## src/rtl/ftl_pkg.sv

```systemverilog
package ftl_pkg;

   // ----------------------------------------------------------------
   // Register offsets
   // ----------------------------------------------------------------
   localparam logic [7:0] OFS_MIN_DUTY1 = 8'h64;
   localparam logic [7:0] OFS_MIN_DUTY2 = 8'h65;
   localparam logic [7:0] OFS_MIN_DUTY3 = 8'h66;
   localparam logic [7:0] OFS_START_REMOTE1 = 8'h67;
   localparam logic [7:0] OFS_START_LOCAL = 8'h68;
   localparam logic [7:0] OFS_START_REMOTE2 = 8'h69;
   localparam logic [7:0] OFS_CRIT_REMOTE1 = 8'h6A;
   localparam logic [7:0] OFS_CRIT_LOCAL = 8'h6B;
   localparam logic [7:0] OFS_CRIT_REMOTE2 = 8'h6C;
   localparam logic [7:0] OFS_HYST_R1_LOCAL = 8'h6D;
   localparam logic [7:0] OFS_HYST_REMOTE2 = 8'h6E;

   // ----------------------------------------------------------------
   // Reset values
   // ----------------------------------------------------------------
   localparam logic [7:0] RST_MIN_DUTY = 8'h80;
   localparam logic [7:0] RST_START_TEMP = 8'h5A;
   localparam logic [7:0] RST_CRIT_LIMIT = 8'h64;
   localparam logic [7:0] RST_HYST_R1_LOCAL = 8'h44;
   localparam logic [7:0] RST_HYST_REMOTE2 = 8'h40;

   // ----------------------------------------------------------------
   // Field layout of the hysteresis registers
   // ----------------------------------------------------------------
   localparam int HYST_W = 4;
   localparam int LOCAL_HYST_LSB = 0;
   localparam int REMOTE1_HYST_LSB = 4;
   localparam int REMOTE2_HYST_LSB = 4;

   // ----------------------------------------------------------------
   // Codes and scaling
   // ----------------------------------------------------------------
   localparam logic [7:0] CRIT_DISABLE = 8'h80;
   localparam logic [7:0] DUTY_OFF = 8'h00;
   localparam logic [7:0] DUTY_FULL = 8'hFF;
   // Drive counter wraps after this count, so the period is 255 steps
   localparam logic [7:0] PWM_LAST = 8'hFE;
   localparam logic [7:0] DATA_ZERO = 8'h00;
   // Fraction bits of the temperature inputs, 0.25 degree per step
   localparam int TEMP_FRAC_BITS = 2;
   localparam int NUM_CHAN = 3;

endpackage

```

## src/rtl/ftl_regs.sv

```systemverilog
// What this block does
// - Minimum duty code maps linearly to duty
// - Minimum duty registers read-only in automatic mode
// - Lock makes thresholds read-only, writes fail
// - Above start temperature, minimum duty then ramp
// - Any critical overtemperature forces all fans full
// - Critical limit 0x80 disables the fail-safe
// - Full duty holds until limit minus hysteresis
// - Exceeding limit by 0.25 drives pin low
// - Hysteresis nibbles: local, remote 1, remote 2
// - Below start, run minimum until start minus hysteresis
// - Hysteresis 0..15 degrees on both loops
`timescale 1ns/1ps
`default_nettype none

module ftl_regs #(
   parameter int FRAC_W = ftl_pkg::TEMP_FRAC_BITS
) (
   input wire logic CORE_CLK,
   input wire logic RSTN,
   input wire logic CE,
   input wire logic [7:0] REG_ADDR,
   input wire logic REG_WR,
   input wire logic [7:0] REG_WDATA,
   input wire logic REG_RD,
   output logic [7:0] REG_RDATA,
   output logic REG_RVALID,
   output logic WR_REFUSED,
   input wire logic AUTO_MODE,
   input wire logic CFG_LOCK,
   input wire logic [8+FRAC_W-1:0] TEMP_REMOTE1,
   input wire logic [8+FRAC_W-1:0] TEMP_LOCAL,
   input wire logic [8+FRAC_W-1:0] TEMP_REMOTE2,
   input wire logic [2:0] SPAN_FAN1,
   input wire logic [2:0] SPAN_FAN2,
   input wire logic [2:0] SPAN_FAN3,
   input wire logic OVERTEMP_PIN_IS_OUTPUT,
   input wire logic OVERTEMP_PIN_I,
   output logic OVERTEMP_PIN_O,
   output logic OVERTEMP_PIN_OE,
   output logic OVERTEMP_SENSED,
   output logic [7:0] FAN1_DUTY,
   output logic [7:0] FAN2_DUTY,
   output logic [7:0] FAN3_DUTY,
   output logic FAN1_PWM,
   output logic FAN2_PWM,
   output logic FAN3_PWM,
   output logic FAILSAFE_FULL
);
   import ftl_pkg::*;

   // ----------------------------------------------------------------
   // Parameter check
   // ----------------------------------------------------------------
   // Quarter-degree resolution is needed for the overtemp pin margin
   if (FRAC_W < 2 || FRAC_W > 6) begin : g_bad_frac
      $error("FRAC_W must lie between 2 and 6");
   end

   // ----------------------------------------------------------------
   // Register storage, channel 0 remote 1, 1 local, 2 remote 2
   // ----------------------------------------------------------------
   logic [7:0] min_duty [NUM_CHAN];
   logic [7:0] start_temp [NUM_CHAN];
   logic [7:0] crit_limit [NUM_CHAN];
   logic [3:0] remote1_hyst_field;
   logic [3:0] local_hyst_field;
   logic [3:0] remote2_hyst_field;
   logic [7:0] pwm_cnt;

   // ----------------------------------------------------------------
   // Address decode
   // ----------------------------------------------------------------
   logic [NUM_CHAN-1:0] hit_min, hit_start, hit_crit;
   logic [NUM_CHAN-1:0] wr_min, wr_start, wr_crit;
   logic hit_hyst1, hit_hyst2, wr_hyst1, wr_hyst2;
   logic hit_locked, refuse, hit_any;

   for (genvar g = 0; g < NUM_CHAN; g++) begin : g_dec
      assign hit_min[g] = (REG_ADDR == OFS_MIN_DUTY1 + 8'(g));
      assign hit_start[g] = (REG_ADDR == OFS_START_REMOTE1 + 8'(g));
      assign hit_crit[g] = (REG_ADDR == OFS_CRIT_REMOTE1 + 8'(g));
      assign wr_min[g] = REG_WR && hit_min[g] && !AUTO_MODE;
      assign wr_start[g] = REG_WR && hit_start[g] && !CFG_LOCK;
      assign wr_crit[g] = REG_WR && hit_crit[g] && !CFG_LOCK;
   end

   assign hit_hyst1 = (REG_ADDR == OFS_HYST_R1_LOCAL);
   assign hit_hyst2 = (REG_ADDR == OFS_HYST_REMOTE2);
   assign wr_hyst1 = REG_WR && hit_hyst1 && !CFG_LOCK;
   assign wr_hyst2 = REG_WR && hit_hyst2 && !CFG_LOCK;
   assign hit_locked = (|hit_start) || (|hit_crit) || hit_hyst1 || hit_hyst2;
   assign hit_any = (|hit_min) || hit_locked;

   // A refused write leaves contents alone and raises a one-cycle pulse
   assign refuse = REG_WR && (((|hit_min) && AUTO_MODE) || (hit_locked && CFG_LOCK));

   // ----------------------------------------------------------------
   // Read selection
   // ----------------------------------------------------------------
   logic [7:0] hyst1_byte, hyst2_byte, rd_mux;

   // Low nibble of the second hysteresis register is unused and reads zero
   assign hyst1_byte = {remote1_hyst_field, local_hyst_field};
   assign hyst2_byte = {remote2_hyst_field, 4'h0};

   assign rd_mux = hit_min[0] ? min_duty[0] :
                   hit_min[1] ? min_duty[1] :
                   hit_min[2] ? min_duty[2] :
                   hit_start[0] ? start_temp[0] :
                   hit_start[1] ? start_temp[1] :
                   hit_start[2] ? start_temp[2] :
                   hit_crit[0] ? crit_limit[0] :
                   hit_crit[1] ? crit_limit[1] :
                   hit_crit[2] ? crit_limit[2] :
                   hit_hyst1 ? hyst1_byte :
                   hit_hyst2 ? hyst2_byte : DATA_ZERO;

   // ----------------------------------------------------------------
   // Register writes
   // ----------------------------------------------------------------
   always_ff @(posedge CORE_CLK) begin
      if (!RSTN) begin
         for (int i = 0; i < NUM_CHAN; i++) begin
            min_duty[i] <= RST_MIN_DUTY;
            start_temp[i] <= RST_START_TEMP;
            crit_limit[i] <= RST_CRIT_LIMIT;
         end
      end else if (CE) begin
         for (int i = 0; i < NUM_CHAN; i++) begin
            if (wr_min[i]) begin
               min_duty[i] <= REG_WDATA;
            end
            if (wr_start[i]) begin
               start_temp[i] <= REG_WDATA;
            end
            if (wr_crit[i]) begin
               crit_limit[i] <= REG_WDATA;
            end
         end
      end
   end

   always_ff @(posedge CORE_CLK) begin
      if (!RSTN) begin
         remote1_hyst_field <= RST_HYST_R1_LOCAL[REMOTE1_HYST_LSB +: HYST_W];
         local_hyst_field <= RST_HYST_R1_LOCAL[LOCAL_HYST_LSB +: HYST_W];
         remote2_hyst_field <= RST_HYST_REMOTE2[REMOTE2_HYST_LSB +: HYST_W];
      end else if (CE) begin
         if (wr_hyst1) begin
            remote1_hyst_field <= REG_WDATA[REMOTE1_HYST_LSB +: HYST_W];
            local_hyst_field <= REG_WDATA[LOCAL_HYST_LSB +: HYST_W];
         end
         if (wr_hyst2) begin
            remote2_hyst_field <= REG_WDATA[REMOTE2_HYST_LSB +: HYST_W];
         end
      end
   end

   // ----------------------------------------------------------------
   // Read answer and refusal pulse
   // ----------------------------------------------------------------
   always_ff @(posedge CORE_CLK) begin
      if (!RSTN) begin
         REG_RDATA <= DATA_ZERO;
         REG_RVALID <= 1'b0;
         WR_REFUSED <= 1'b0;
      end else if (CE) begin
         REG_RVALID <= REG_RD;
         WR_REFUSED <= refuse;
         if (REG_RD) begin
            REG_RDATA <= rd_mux;
         end
      end
   end

   // ----------------------------------------------------------------
   // Channel threshold logic
   // ----------------------------------------------------------------
   logic [8+FRAC_W-1:0] temp_ch [NUM_CHAN];
   logic [3:0] hyst_ch [NUM_CHAN];
   logic [2:0] span_ch [NUM_CHAN];
   logic [NUM_CHAN-1:0] fan_on, crit, over;
   logic [7:0] delta [NUM_CHAN];

   assign temp_ch[0] = TEMP_REMOTE1;
   assign temp_ch[1] = TEMP_LOCAL;
   assign temp_ch[2] = TEMP_REMOTE2;
   assign hyst_ch[0] = remote1_hyst_field;
   assign hyst_ch[1] = local_hyst_field;
   assign hyst_ch[2] = remote2_hyst_field;
   assign span_ch[0] = SPAN_FAN1;
   assign span_ch[1] = SPAN_FAN2;
   assign span_ch[2] = SPAN_FAN3;

   for (genvar g = 0; g < NUM_CHAN; g++) begin : g_chan
      ftl_chan #(
         .FRAC_W(FRAC_W)
      ) u_chan (
         .clk(CORE_CLK),
         .rstn(RSTN),
         .ce(CE),
         .temp_q(temp_ch[g]),
         .start(start_temp[g]),
         .limit(crit_limit[g]),
         .hyst(hyst_ch[g]),
         .fan_on(fan_on[g]),
         .crit(crit[g]),
         .over(over[g]),
         .delta(delta[g])
      );
   end

   // ----------------------------------------------------------------
   // Fan drive, fan n follows channel n-1
   // ----------------------------------------------------------------
   logic any_crit;
   logic [7:0] duty [NUM_CHAN];
   logic [NUM_CHAN-1:0] pwm;
   logic [7:0] next_pwm_cnt;

   // One critical channel drives every fan, not only its own
   assign any_crit = |crit;
   assign next_pwm_cnt = (pwm_cnt == PWM_LAST) ? DATA_ZERO : pwm_cnt + 8'h01;

   for (genvar g = 0; g < NUM_CHAN; g++) begin : g_fan
      ftl_duty u_duty (
         .auto_mode(AUTO_MODE),
         .failsafe(any_crit),
         .fan_on(fan_on[g]),
         .min_duty(min_duty[g]),
         .delta(delta[g]),
         .span(span_ch[g]),
         .pwm_cnt(pwm_cnt),
         .duty(duty[g]),
         .pwm(pwm[g])
      );
   end

   always_ff @(posedge CORE_CLK) begin
      if (!RSTN) begin
         pwm_cnt <= DATA_ZERO;
         FAN1_DUTY <= DUTY_OFF;
         FAN2_DUTY <= DUTY_OFF;
         FAN3_DUTY <= DUTY_OFF;
         FAN1_PWM <= 1'b0;
         FAN2_PWM <= 1'b0;
         FAN3_PWM <= 1'b0;
         FAILSAFE_FULL <= 1'b0;
      end else if (CE) begin
         pwm_cnt <= next_pwm_cnt;
         FAN1_DUTY <= duty[0];
         FAN2_DUTY <= duty[1];
         FAN3_DUTY <= duty[2];
         FAN1_PWM <= pwm[0];
         FAN2_PWM <= pwm[1];
         FAN3_PWM <= pwm[2];
         FAILSAFE_FULL <= any_crit;
      end
   end

   // ----------------------------------------------------------------
   // Overtemperature pin, open drain, only ever pulled low
   // ----------------------------------------------------------------
   always_ff @(posedge CORE_CLK) begin
      if (!RSTN) begin
         OVERTEMP_PIN_O <= 1'b0;
         OVERTEMP_PIN_OE <= 1'b0;
         OVERTEMP_SENSED <= 1'b0;
      end else if (CE) begin
         OVERTEMP_PIN_O <= 1'b0;
         OVERTEMP_PIN_OE <= OVERTEMP_PIN_IS_OUTPUT && (|over);
         OVERTEMP_SENSED <= !OVERTEMP_PIN_I;
      end
   end

   // ----------------------------------------------------------------
   // Checks
   // ----------------------------------------------------------------
   a_min_readonly: assert property (@(posedge CORE_CLK) disable iff (!RSTN)
      (CE && REG_WR && AUTO_MODE && (|hit_min)) |=> ($stable(min_duty[0])
         && $stable(min_duty[1]) && $stable(min_duty[2])))
      else $error("minimum duty changed by a write in automatic mode");

   a_lock_refuse: assert property (@(posedge CORE_CLK) disable iff (!RSTN)
      (CE && REG_WR && CFG_LOCK && REG_ADDR == OFS_CRIT_LOCAL)
      |=> ($stable(crit_limit[1]) && WR_REFUSED))
      else $error("locked critical limit changed or write not refused");

   a_failsafe_all: assert property (@(posedge CORE_CLK) disable iff (!RSTN)
      FAILSAFE_FULL |-> (FAN1_DUTY == DUTY_FULL && FAN2_DUTY == DUTY_FULL
                         && FAN3_DUTY == DUTY_FULL))
      else $error("fail-safe active without full drive on every fan");

   a_duty_linear: assert property (@(posedge CORE_CLK) disable iff (!RSTN)
      ((FAN1_DUTY == DUTY_FULL) |-> FAN1_PWM) and ((FAN1_DUTY == DUTY_OFF) |-> !FAN1_PWM))
      else $error("fan drive not full at 0xFF or not off at 0x00");

   a_start_run: assert property (@(posedge CORE_CLK) disable iff (!RSTN)
      (CE && AUTO_MODE && fan_on[0]) |=> (FAN1_DUTY >= $past(min_duty[0])))
      else $error("running fan below its minimum duty");

   a_hyst_read: assert property (@(posedge CORE_CLK) disable iff (!RSTN)
      (CE && REG_RD && REG_ADDR == OFS_HYST_R1_LOCAL)
      |=> (REG_RVALID && REG_RDATA == {$past(remote1_hyst_field), $past(local_hyst_field)}))
      else $error("hysteresis register read back wrong layout");

   a_refuse_pulse: assert property (@(posedge CORE_CLK) disable iff (!RSTN)
      (CE && !REG_WR) |=> !WR_REFUSED)
      else $error("refusal pulse without a write");

   a_lock_start: assert property (@(posedge CORE_CLK) disable iff (!RSTN)
      (CE && REG_WR && CFG_LOCK && hit_start[2]) |=> ($stable(start_temp[2]) && WR_REFUSED))
      else $error("locked start temperature changed");

   a_lock_hyst: assert property (@(posedge CORE_CLK) disable iff (!RSTN)
      (CE && REG_WR && CFG_LOCK && hit_hyst2) |=> $stable(remote2_hyst_field))
      else $error("locked hysteresis changed");

   a_unmapped_quiet: assert property (@(posedge CORE_CLK) disable iff (!RSTN)
      (CE && REG_WR && !hit_any) |=> !WR_REFUSED)
      else $error("write outside the bank refused");

   a_pin_input: assert property (@(posedge CORE_CLK) disable iff (!RSTN)
      (CE && !OVERTEMP_PIN_IS_OUTPUT) |=> !OVERTEMP_PIN_OE)
      else $error("overtemp pin driven while configured as input");

   a_manual_duty: assert property (@(posedge CORE_CLK) disable iff (!RSTN)
      (CE && !AUTO_MODE && !any_crit) |=> (FAN2_DUTY == $past(min_duty[1])))
      else $error("manual drive differs from minimum duty code");

   a_auto_off: assert property (@(posedge CORE_CLK) disable iff (!RSTN)
      (CE && AUTO_MODE && !any_crit && !fan_on[2]) |=> (FAN3_DUTY == DUTY_OFF))
      else $error("automatic drive on while fan is off");

   a_pwm_period: assert property (@(posedge CORE_CLK) disable iff (!RSTN)
      pwm_cnt <= PWM_LAST)
      else $error("drive counter beyond its period");

endmodule

`default_nettype wire

```

## src/rtl/ftl_chan.sv

```systemverilog
`timescale 1ns/1ps
`default_nettype none

module ftl_chan #(
   parameter int FRAC_W = 2
) (
   input wire logic clk,
   input wire logic rstn,
   input wire logic ce,
   input wire logic [8+FRAC_W-1:0] temp_q,
   input wire logic [7:0] start,
   input wire logic [7:0] limit,
   input wire logic [3:0] hyst,
   output logic fan_on,
   output logic crit,
   output logic over,
   output logic [7:0] delta
);
   import ftl_pkg::*;

   localparam int SW = 8 + FRAC_W + 2;

   // ----------------------------------------------------------------
   // Thresholds in quarter-degree steps
   // ----------------------------------------------------------------
   logic signed [SW-1:0] tq, start_q, run_lo_q, lim_q, crit_lo_q, over_q, hyst_q, diff;
   logic [SW-1:0] diff_deg;
   logic crit_en, next_fan_on, next_crit, next_over;
   logic [7:0] next_delta;

   assign tq = signed'({2'b00, temp_q});
   assign start_q = signed'({2'b00, start, {FRAC_W{1'b0}}});
   assign lim_q = signed'({2'b00, limit, {FRAC_W{1'b0}}});
   assign hyst_q = signed'({{(SW-4-FRAC_W){1'b0}}, hyst, {FRAC_W{1'b0}}});
   assign run_lo_q = start_q - hyst_q;
   assign crit_lo_q = lim_q - hyst_q;
   assign over_q = lim_q + signed'(SW'(1 << (FRAC_W - 2)));
   assign crit_en = (limit != CRIT_DISABLE);

   // Fan keeps running below start until start minus hysteresis
   assign next_fan_on = (tq > start_q) ? 1'b1 : (tq <= run_lo_q) ? 1'b0 : fan_on;
   assign next_crit = !crit_en ? 1'b0 : (tq > lim_q) ? 1'b1 :
                      (tq < crit_lo_q) ? 1'b0 : crit;
   assign next_over = crit_en && (tq >= over_q);

   // Whole degrees above start feed the ramp
   assign diff = tq - start_q;
   assign diff_deg = diff >>> FRAC_W;
   assign next_delta = (diff <= 0) ? DATA_ZERO :
                       (|diff_deg[SW-1:8]) ? DUTY_FULL : diff_deg[7:0];

   always_ff @(posedge clk) begin
      if (!rstn) begin
         fan_on <= 1'b0;
         crit <= 1'b0;
         over <= 1'b0;
         delta <= DATA_ZERO;
      end else if (ce) begin
         fan_on <= next_fan_on;
         crit <= next_crit;
         over <= next_over;
         delta <= next_delta;
      end
   end

   // ----------------------------------------------------------------
   // Checks
   // ----------------------------------------------------------------
   a_crit_disabled: assert property (@(posedge clk) disable iff (!rstn)
      (ce && limit == CRIT_DISABLE) |=> !crit)
      else $error("critical flag set while limit disables it");
   a_crit_hold: assert property (@(posedge clk) disable iff (!rstn)
      (ce && crit && crit_en && tq >= crit_lo_q) |=> crit)
      else $error("full drive released above limit minus hysteresis");
   a_fan_hyst: assert property (@(posedge clk) disable iff (!rstn)
      (ce && fan_on && tq > run_lo_q) |=> fan_on)
      else $error("fan stopped above start minus hysteresis");
   a_over_pin: assert property (@(posedge clk) disable iff (!rstn)
      over |-> crit)
      else $error("overtemp pin cause without critical flag");

endmodule

`default_nettype wire

```

## src/rtl/ftl_duty.sv

```systemverilog
`timescale 1ns/1ps
`default_nettype none

module ftl_duty (
   input wire logic auto_mode,
   input wire logic failsafe,
   input wire logic fan_on,
   input wire logic [7:0] min_duty,
   input wire logic [7:0] delta,
   input wire logic [2:0] span,
   input wire logic [7:0] pwm_cnt,
   output logic [7:0] duty,
   output logic pwm
);
   import ftl_pkg::*;

   logic [15:0] ramp, sum;
   logic [7:0] auto_duty;

   // Ramp above minimum: degrees above start scaled by the span setting
   assign ramp = {8'h00, delta} << span;
   assign sum = {8'h00, min_duty} + ramp;
   assign auto_duty = (|sum[15:8]) ? DUTY_FULL : sum[7:0];
   assign duty = failsafe ? DUTY_FULL : !auto_mode ? min_duty :
                 !fan_on ? DUTY_OFF : auto_duty;
   // Period of 255 steps makes the code linear, 0xFF stays high
   assign pwm = (pwm_cnt < duty);

endmodule

`default_nettype wire

```

## config.mk

```make
export PLATFORM = sky130hd
export DESIGN_NAME = ftl_regs
export DESIGN_NICKNAME = d
export VERILOG_FILES = /design/src/rtl/ftl_pkg.sv /design/src/rtl/ftl_regs.sv /design/src/rtl/ftl_chan.sv /design/src/rtl/ftl_duty.sv
export SDC_FILE = /design/constraint.sdc
export NUM_CORES = 1
export LEC_CHECK = 0
export BUFFER_PORTS_ARGS = -buffer_cell sky130_fd_sc_hd__clkbuf_2
export CORE_ASPECT_RATIO = 0.75
export CORE_UTILIZATION = 45
export CTS_CLUSTER_SIZE = 20
export DETAILED_ROUTE_END_ITERATION = 10
export GPL_ROUTABILITY_DRIVEN = 1
export SYNTH_ARGS = -nofsm -noshare
export SYNTH_HDL_FRONTEND = slang
export SYNTH_SLANG_ARGS = --single-unit
```

## constraint.sdc

```tcl
create_clock -name CORE_CLK -period 10 [get_ports CORE_CLK]
set_input_delay 1 -clock CORE_CLK [delete_from_list [all_inputs] [get_ports CORE_CLK]]
set_output_delay 1 -clock CORE_CLK [all_outputs]
set_load 0.005 [all_outputs]
```

## Word level (Yosys, flattened, before mapping)

Memories as Yosys holds them, arrays and structs flattened.
Index checks and enable logic that the tools add are counted.

| operators by class | value |
|---|---|
| $add $sub $neg | 16 |
| order comparisons | 21 |
| eq/ne operators | 18 |
| shifts and indexed selects | 3 |
| mux-type cells | 91 |
| bitwise operators | 9 |
| reduce and logical (&&, ||, !) cells | 59 |

Operators by type and width:

| operator | number |
|---|---|
| $mux 8 | 39 |
| $eq 8x7->1 const B | 11 |
| $sub 10x6->11 | 6 |
| $gt 10x10->1 | 6 |
| $mux 1 | 52 |
| $add 8x16->16 | 3 |
| $shl 8x3->16 | 3 |
| $ge 11x12->1 | 3 |
| $le 11x12->1 | 3 |
| $lt 11x12->1 | 3 |
| $add 10x1->11 const B | 3 |
| $le 11x1->1 const B | 3 |
| $sub 10x10->11 | 3 |
| $logic_and 1x1->1 | 29 |
| $lt 8x8->1 | 3 |
| $ne 8x8->1 const B | 3 |
| $reduce_or 8->1 | 3 |
| $reduce_and 2->1 | 9 |
| $reduce_or 3->1 | 5 |
| $ne 3x3->1 const B | 3 |
| $or 1x1->1 | 9 |
| $add 8x1->8 const B | 1 |
| $eq 8x8->1 const B | 1 |
| $reduce_bool 2->1 | 3 |
| 3 further kinds | 10 |

| word-level totals | value |
|---|---|
| register bits | 93 |
| RAM bits | 72 |
| output and inout port bits | 41 |
| logic and storage cells | 248 |
| memories | 3 |

Memories:

| name | depth | bits a word | rd ports | clocked after Yosys merged registers in | write ports | RTL line | RTL |
|---|---|---|---|---|---|---|---|
| crit_limit | 3 | 8 | 3 | 0 | 3 | ftl_regs.sv:65 | `logic [7:0] crit_limit [NUM_CHAN];` |
| min_duty | 3 | 8 | 3 | 0 | 3 | ftl_regs.sv:63 | `logic [7:0] min_duty [NUM_CHAN];` |
| start_temp | 3 | 8 | 3 | 0 | 3 | ftl_regs.sv:64 | `logic [7:0] start_temp [NUM_CHAN];` |

## Longest topological paths before layout

| logic depth | value |
|---|---|
| depth in word-level cells | 12 |
| mapped depth | 22 |
| gate-level depth less buffers | 20 |

## Cells and area by module

From an unflattened synthesis, not the netlist that was laid out.

| second synthesis, totals | value |
|---|---|
| cell total of the unflattened synthesis | 1634 |
| area, all modules | 14746.6 um^2 |

Modules (own cells, without submodules):

| module | times used | cells an instance | area each (um^2) | sequential area each (um^2) |
|---|---|---|---|---|
| ftl_regs | 1 | 469 | 5645.4 | 3363.2 |
| ftl_duty (g_fan[0].u_duty ...) | 2 | 171 | 1265.0 | 0.0 |
| ftl_chan (g_chan[1].u_chan) | 1 | 226 | 1835.5 | 220.2 |
| ftl_chan (g_chan[2].u_chan) | 1 | 221 | 1821.7 | 220.2 |
| ftl_chan (g_chan[0].u_chan) | 1 | 224 | 1788.0 | 220.2 |
| ftl_duty (g_fan[2].u_duty) | 1 | 152 | 1126.1 | 0.0 |

## Least setup slack after synthesis

No wires, ideal clock.

| timing path | value |
|---|---|
| kind | input -> register |
| from | in SPAN_FAN2[1] |
| to | reg FAN2_PWM |
| setup time | 59 ps |
| data arrival time | 4907 ps |
| required time | 9941 ps |
| path slack | 5035 ps |
| cell stages on the path | 20 |
| path buffers | 2 |
| cell sequence | buf_2 > buf_1 > mux2i_1 > a21oi_1 > mux2_2 > ha_1 > or4_1 > or2_0 > o221ai_1 > o41ai_1 > and2_1 > a211oi_2 > a21oi_1 > nor2_1 > ha_1 > o21a_1 > o211ai_1 > o211ai_1 > a21oi_1 > o31a_1 |

| between the ends | value |
|---|---|
| longest elaborated chain between the ends | 8 |

RTL lines:

| element | RTL line | RTL |
|---|---|---|
| start: declaration | ftl_regs.sv:35 | `input wire logic [2:0] SPAN_FAN2,` |
| $shl 8x3->16 * | ftl_duty.sv:21 | `assign ramp = {8'h00, delta} << span;` |
| $add 8x16->16 * | ftl_duty.sv:22 | `assign sum = {8'h00, min_duty} + ramp;` |
| $reduce_or 8->1 | ftl_duty.sv:23 | `assign auto_duty = (\|sum[15:8]) ? DUTY_FULL : sum[7:0];` |
| $mux 8 * | ftl_duty.sv:23 |  |
| $mux 8 * | ftl_duty.sv:25 | `!fan_on ? DUTY_OFF : auto_duty;` |
| $mux 8 * (2 in series) | ftl_duty.sv:24 | `assign duty = failsafe ? DUTY_FULL : !auto_mode ? min_duty :` |
| $lt 8x8->1 * | ftl_duty.sv:27 | `assign pwm = (pwm_cnt < duty);` |
| end signal: assignment | ftl_regs.sv:256 | `FAN2_PWM <= pwm[1];` |
| end: declaration | ftl_regs.sv:46 | `output logic FAN2_PWM,` |

Mark *: on every way between the ends. The rest lies on a longest branch, timed or not.
A chain may end at the register's enable or synchronous reset.

## Worst setup path after layout

| timing path | value |
|---|---|
| from | in SPAN_FAN2[0] |
| to | reg FAN2_PWM |

Same word-level chain as after synthesis.

==> impl_metrics.yaml <==
status:
  run_status: "completed"
placed_design:
  port_buffers: 103
  placedInstanceArea_sq_um: 15200
  place_ws_ns: 4.40
  gpl.final_weighted_congestion: 0.955
  dpl_wire_length_um: 34500
cts:
  ctsHtreeMaxLevel: 4
  cts_tree: "yes"
  root_buffer: "sky130_fd_sc_hd__clkbuf_16"
  post_cts_hold_buffer_count: 0
  clk_pin_slew_ns: 0.07
  later_pin_clock_latency_in_the_skew_report_ns: 0.44
  number_of_sinks_on_the_clock_net: 165
  cts_resized: 0
  cts.repair_timing.setup_buffer_count: 0
  total_clock_buffers_created_by_cts: 17
  cts_max_path_buffers: 2
die:
  floorplan.initialDensity_pct: 45.9
  chipHeight_um: 157
  rows: 56
  die_width_um: 208
  floorplan.die_area_sq_um: 32700
  core_area_sq_um: 31300
  ios: 105
logic_synthesis:
  ys_seq_area_share_pct: 28.0
  synthCells: 1635
  synth_edf_count: 72
  postSynth.topFlopCell: "sky130_fd_sc_hd__dfxtp_1"
  syn_avg_cell_area_sq_um: 8.79
  synth_top_cell_by_area: "sky130_fd_sc_hd__edfxtp_1"
  synth_top_area_share_pct: 15.0
  synth_fp_nets: 1878
  synth_register_bits: 165
  yosys_warnings: 0
  synth_cell_types: 82
  leading_cell_types_by_total_area_after_synthesis: "sky130_fd_sc_hd__edfxtp_1, sky130_fd_sc_hd__ha_1, sky130_fd_sc_hd__dfxtp_1"
  synth-async-reset-ratio_pct: 0
  synth.cell_area_sq_um: 14400
global_routing:
  grt_max_degree: 70
  grt-ovfl-total: 0
  initial_antenna_violation_count: 1
  grt_pass1_vias: 11900
  track_usage_pct: 27.3
  grt_first_pass_wirelength_um: 68200
timing:
  final.period_utilization_pct: 52.4
  worstMarginPinSlew_ns: 1.27
  setup_violations: 0
  setup-tns-final_ns: 0
  grt_setup_unrepaired: "false"
  finalWorstSetupSlack_ns: 4.76
  finalMaxSlewViolations: 0
  final.hold.worst_slack_ns: 0.477
  timing_hold_violations_final: 0
  achievable-frequency_ghz: 0.191
  timing.max_slew.rel_slack_pct: 14.1
  finalCriticalPeriod_ns: 5.24
  final_clock_skew_ns: 0.0145
job:
  max_cap_viol_count: 0
setup_path:
  timing.reg2reg.setup_slack_ns: 5.42
  data_required_time_at_the_worst_endpoint_ns: 10.39
  cpMaxStageDelayCell: "sky130_fd_sc_hd__mux4_2"
  path_class: "input port to flip-flop"
  path_delay_family: "compound AO/OA/AOI/OAI gates"
  critical_path_arrival_ns: 5.63
  path_cells: "clkbuf_2 -> mux4_2 -> nand2_1 -> nand2_1 -> ha_1 -> or4_1 -> or2_0 -> o221ai_1 -> o41ai_1 -> and2_1 -> a211oi_2 -> a21oi_1 -> nor2_1 -> ha_1 -> a21oi_1 -> nor2b_1 -> o21ai_0 -> nand3b_1 -> a21oi_1 -> o31a_1"
  worst_path_largest_cell_delay_ns: 0.62
  cp_common_cell: "sky130_fd_sc_hd__a21oi_1"
  type_of_destination_of_the_critical_path: "flip-flop"
  category_of_the_worst_setup_path_launch_point: "input port"
  timing.critical_path.fanout_max: 21
  critical_path.n_buffers_inverters: 1
routing:
  vias_per_cell: 6.05
  drc_errors: 0
  first_iter_violations: 1212
  num_vias: 12800
  wl_per_cell_um: 20.8
  wirelength_um: 44100
  drt_first_pass_iters: 5
  antenna_violating_nets_post_route: 0
finish:
  final_layout_size_suffix_gt1_share_pct: 10.9
  area.growth.synth_to_final_pct: 10.0
  n_antenna_cell: 0
  layout.cells.most_common: "sky130_fd_sc_hd__ha_1"
  filler_cell_count: 2957
  postLayoutCellArea_sq_um: 15800
  most_frequent_cells_in_the_layout: "sky130_fd_sc_hd__ha_1, sky130_fd_sc_hd__nand2_1, sky130_fd_sc_hd__inv_1"
  nNetsFinal: 1946
power:
  worst_ir_drop_vdd_mv: 0.0940
  p_leak_uw: 0.00676
  power-per-cell-area_nw_per_um2: 126
  totalPowerFinal_uw: 1990
hold_path:
  min_path_type: "flip-flop to flip-flop"
==> Yosys cell counts (9+ instances only) <==
cell,number
sky130_fd_sc_hd__ha_1,167
sky130_fd_sc_hd__nor3_1,27
sky130_fd_sc_hd__nor2_1,90
sky130_fd_sc_hd__dfxtp_1,93
sky130_fd_sc_hd__mux2i_1,46
sky130_fd_sc_hd__o211ai_1,11
sky130_fd_sc_hd__a21o_1,53
sky130_fd_sc_hd__a211oi_1,21
sky130_fd_sc_hd__o21a_1,32
sky130_fd_sc_hd__edfxtp_1,72
sky130_fd_sc_hd__and2_1,39
sky130_fd_sc_hd__a22oi_1,9
sky130_fd_sc_hd__buf_1,9
sky130_fd_sc_hd__clkbuf_1,46
sky130_fd_sc_hd__a21oi_1,111
sky130_fd_sc_hd__xor2_1,20
sky130_fd_sc_hd__nor4_1,14
sky130_fd_sc_hd__a21boi_0,13
sky130_fd_sc_hd__fa_1,12
sky130_fd_sc_hd__xnor2_1,57
sky130_fd_sc_hd__o22ai_1,9
sky130_fd_sc_hd__nor2b_1,52
sky130_fd_sc_hd__nand3_1,28
sky130_fd_sc_hd__a32o_1,9
sky130_fd_sc_hd__mux4_2,15
sky130_fd_sc_hd__mux2_2,16
sky130_fd_sc_hd__o21ai_0,98
sky130_fd_sc_hd__nand2_1,123
sky130_fd_sc_hd__inv_1,112
sky130_fd_sc_hd__nand2b_1,23
sky130_fd_sc_hd__nand4_1,29
sky130_fd_sc_hd__and3_1,11
sky130_fd_sc_hd__or3_1,17
sky130_fd_sc_hd__a31oi_1,16
==> state kept, by name, indices dropped and copies added, names as in the netlist, 3 cells and up <==
register / flops
FAN3_DUTY: 8
crit_limit: 24
remote1_hyst_field: 4
FAN2_DUTY: 8
start_temp: 24
FAN1_DUTY: 8
local_hyst_field: 4
g_chan.u_chan.over: 3
g_chan.u_chan.fan_on: 3
min_duty: 24
g_chan.u_chan.crit: 3
REG_RDATA: 8
remote2_hyst_field: 4
g_chan.u_chan.delta: 24
pwm_cnt: 8
==> tightest hold or removal path, stage by stage (launching register included) <==
cell and delay [ns]:
sky130_fd_sc_hd__dfxtp_1 0.31, sky130_fd_sc_hd__nand2_1 0.05, sky130_fd_sc_hd__a21boi_0 0.06
==> layout make-up <==
| class | count | area (sq um) | share of cell area, % |
|---|---|---|---|
| clock buffers | 23 | 522 | 3.30 |
| clock inverters | 9 | 86.3 | 0.546 |
| inverters | 115 | 432 | 2.73 |
| multi-input cells | 1291 | 9660 | 61.0 |
| flip-flops and latches | 165 | 4020 | 25.4 |
| well taps | 406 | 508 | 3.21 |
| repair buffers | 113 | 591 | 3.73 |
==> metrics by stage <==
step | cells | utilization (%)
finish | 2122 | 50.5
detailed placement | 2090 | 48.6
global route | 2122 | 50.5
global placement | 2090 | 48.6
floorplan | 1635 | -
CTS | 2122 | 50.5
==> path summary, 6_finish.rpt <==
| kind | startpoint | endpoint | depth (start not counted) |
|---|---|---|---|
| max | SPAN_FAN2[0] | FAN2_PWM | 20 |
| min reg2reg | g_chan[2].u_chan.over | g_chan[2].u_chan.over | 2 |
| max reg2reg | g_chan[1].u_chan.delta[6] | FAN2_PWM | 19 |
| min | g_chan[2].u_chan.over | g_chan[2].u_chan.over | 2 |
==> report_power, final <==
part	switching [uW]	leakage (uW)	internal, uW
clock	282	0.000307	394
sequential	55.7	0.00146	742
combinational	303	0.00499	216
total	641	0.00676	1350
==> routing by layer <==
metal | up-vias | global-route usage (%) | wire (um)
li1 | 6191 | - | -
met1 | 6115 | 41.0 | 21600
met2 | 502 | 39.4 | 18200
met3 | 34 | 5.70 | 3590
met4 | 0 | 6.38 | 681
met5 | - | 0 | 0
==> kinds of logic (layout without fill, tap and decap cells) <==
family	after synthesis	count (layout)	synth area share, %
AO/OA/AOI/OAI	480	480	22.4
XOR/XNOR	77	77	4.69
adder cells (fa/ha/maj)	179	179	16.2
buffers and inverters	179	260	4.86
flip-flops	165	165	28.0
multiplexers	77	77	6.80
other	1	1	0.0261
AND/OR/NAND/NOR	477	477	17.0
Note: power is estimated with default switching activity, not from simulation.
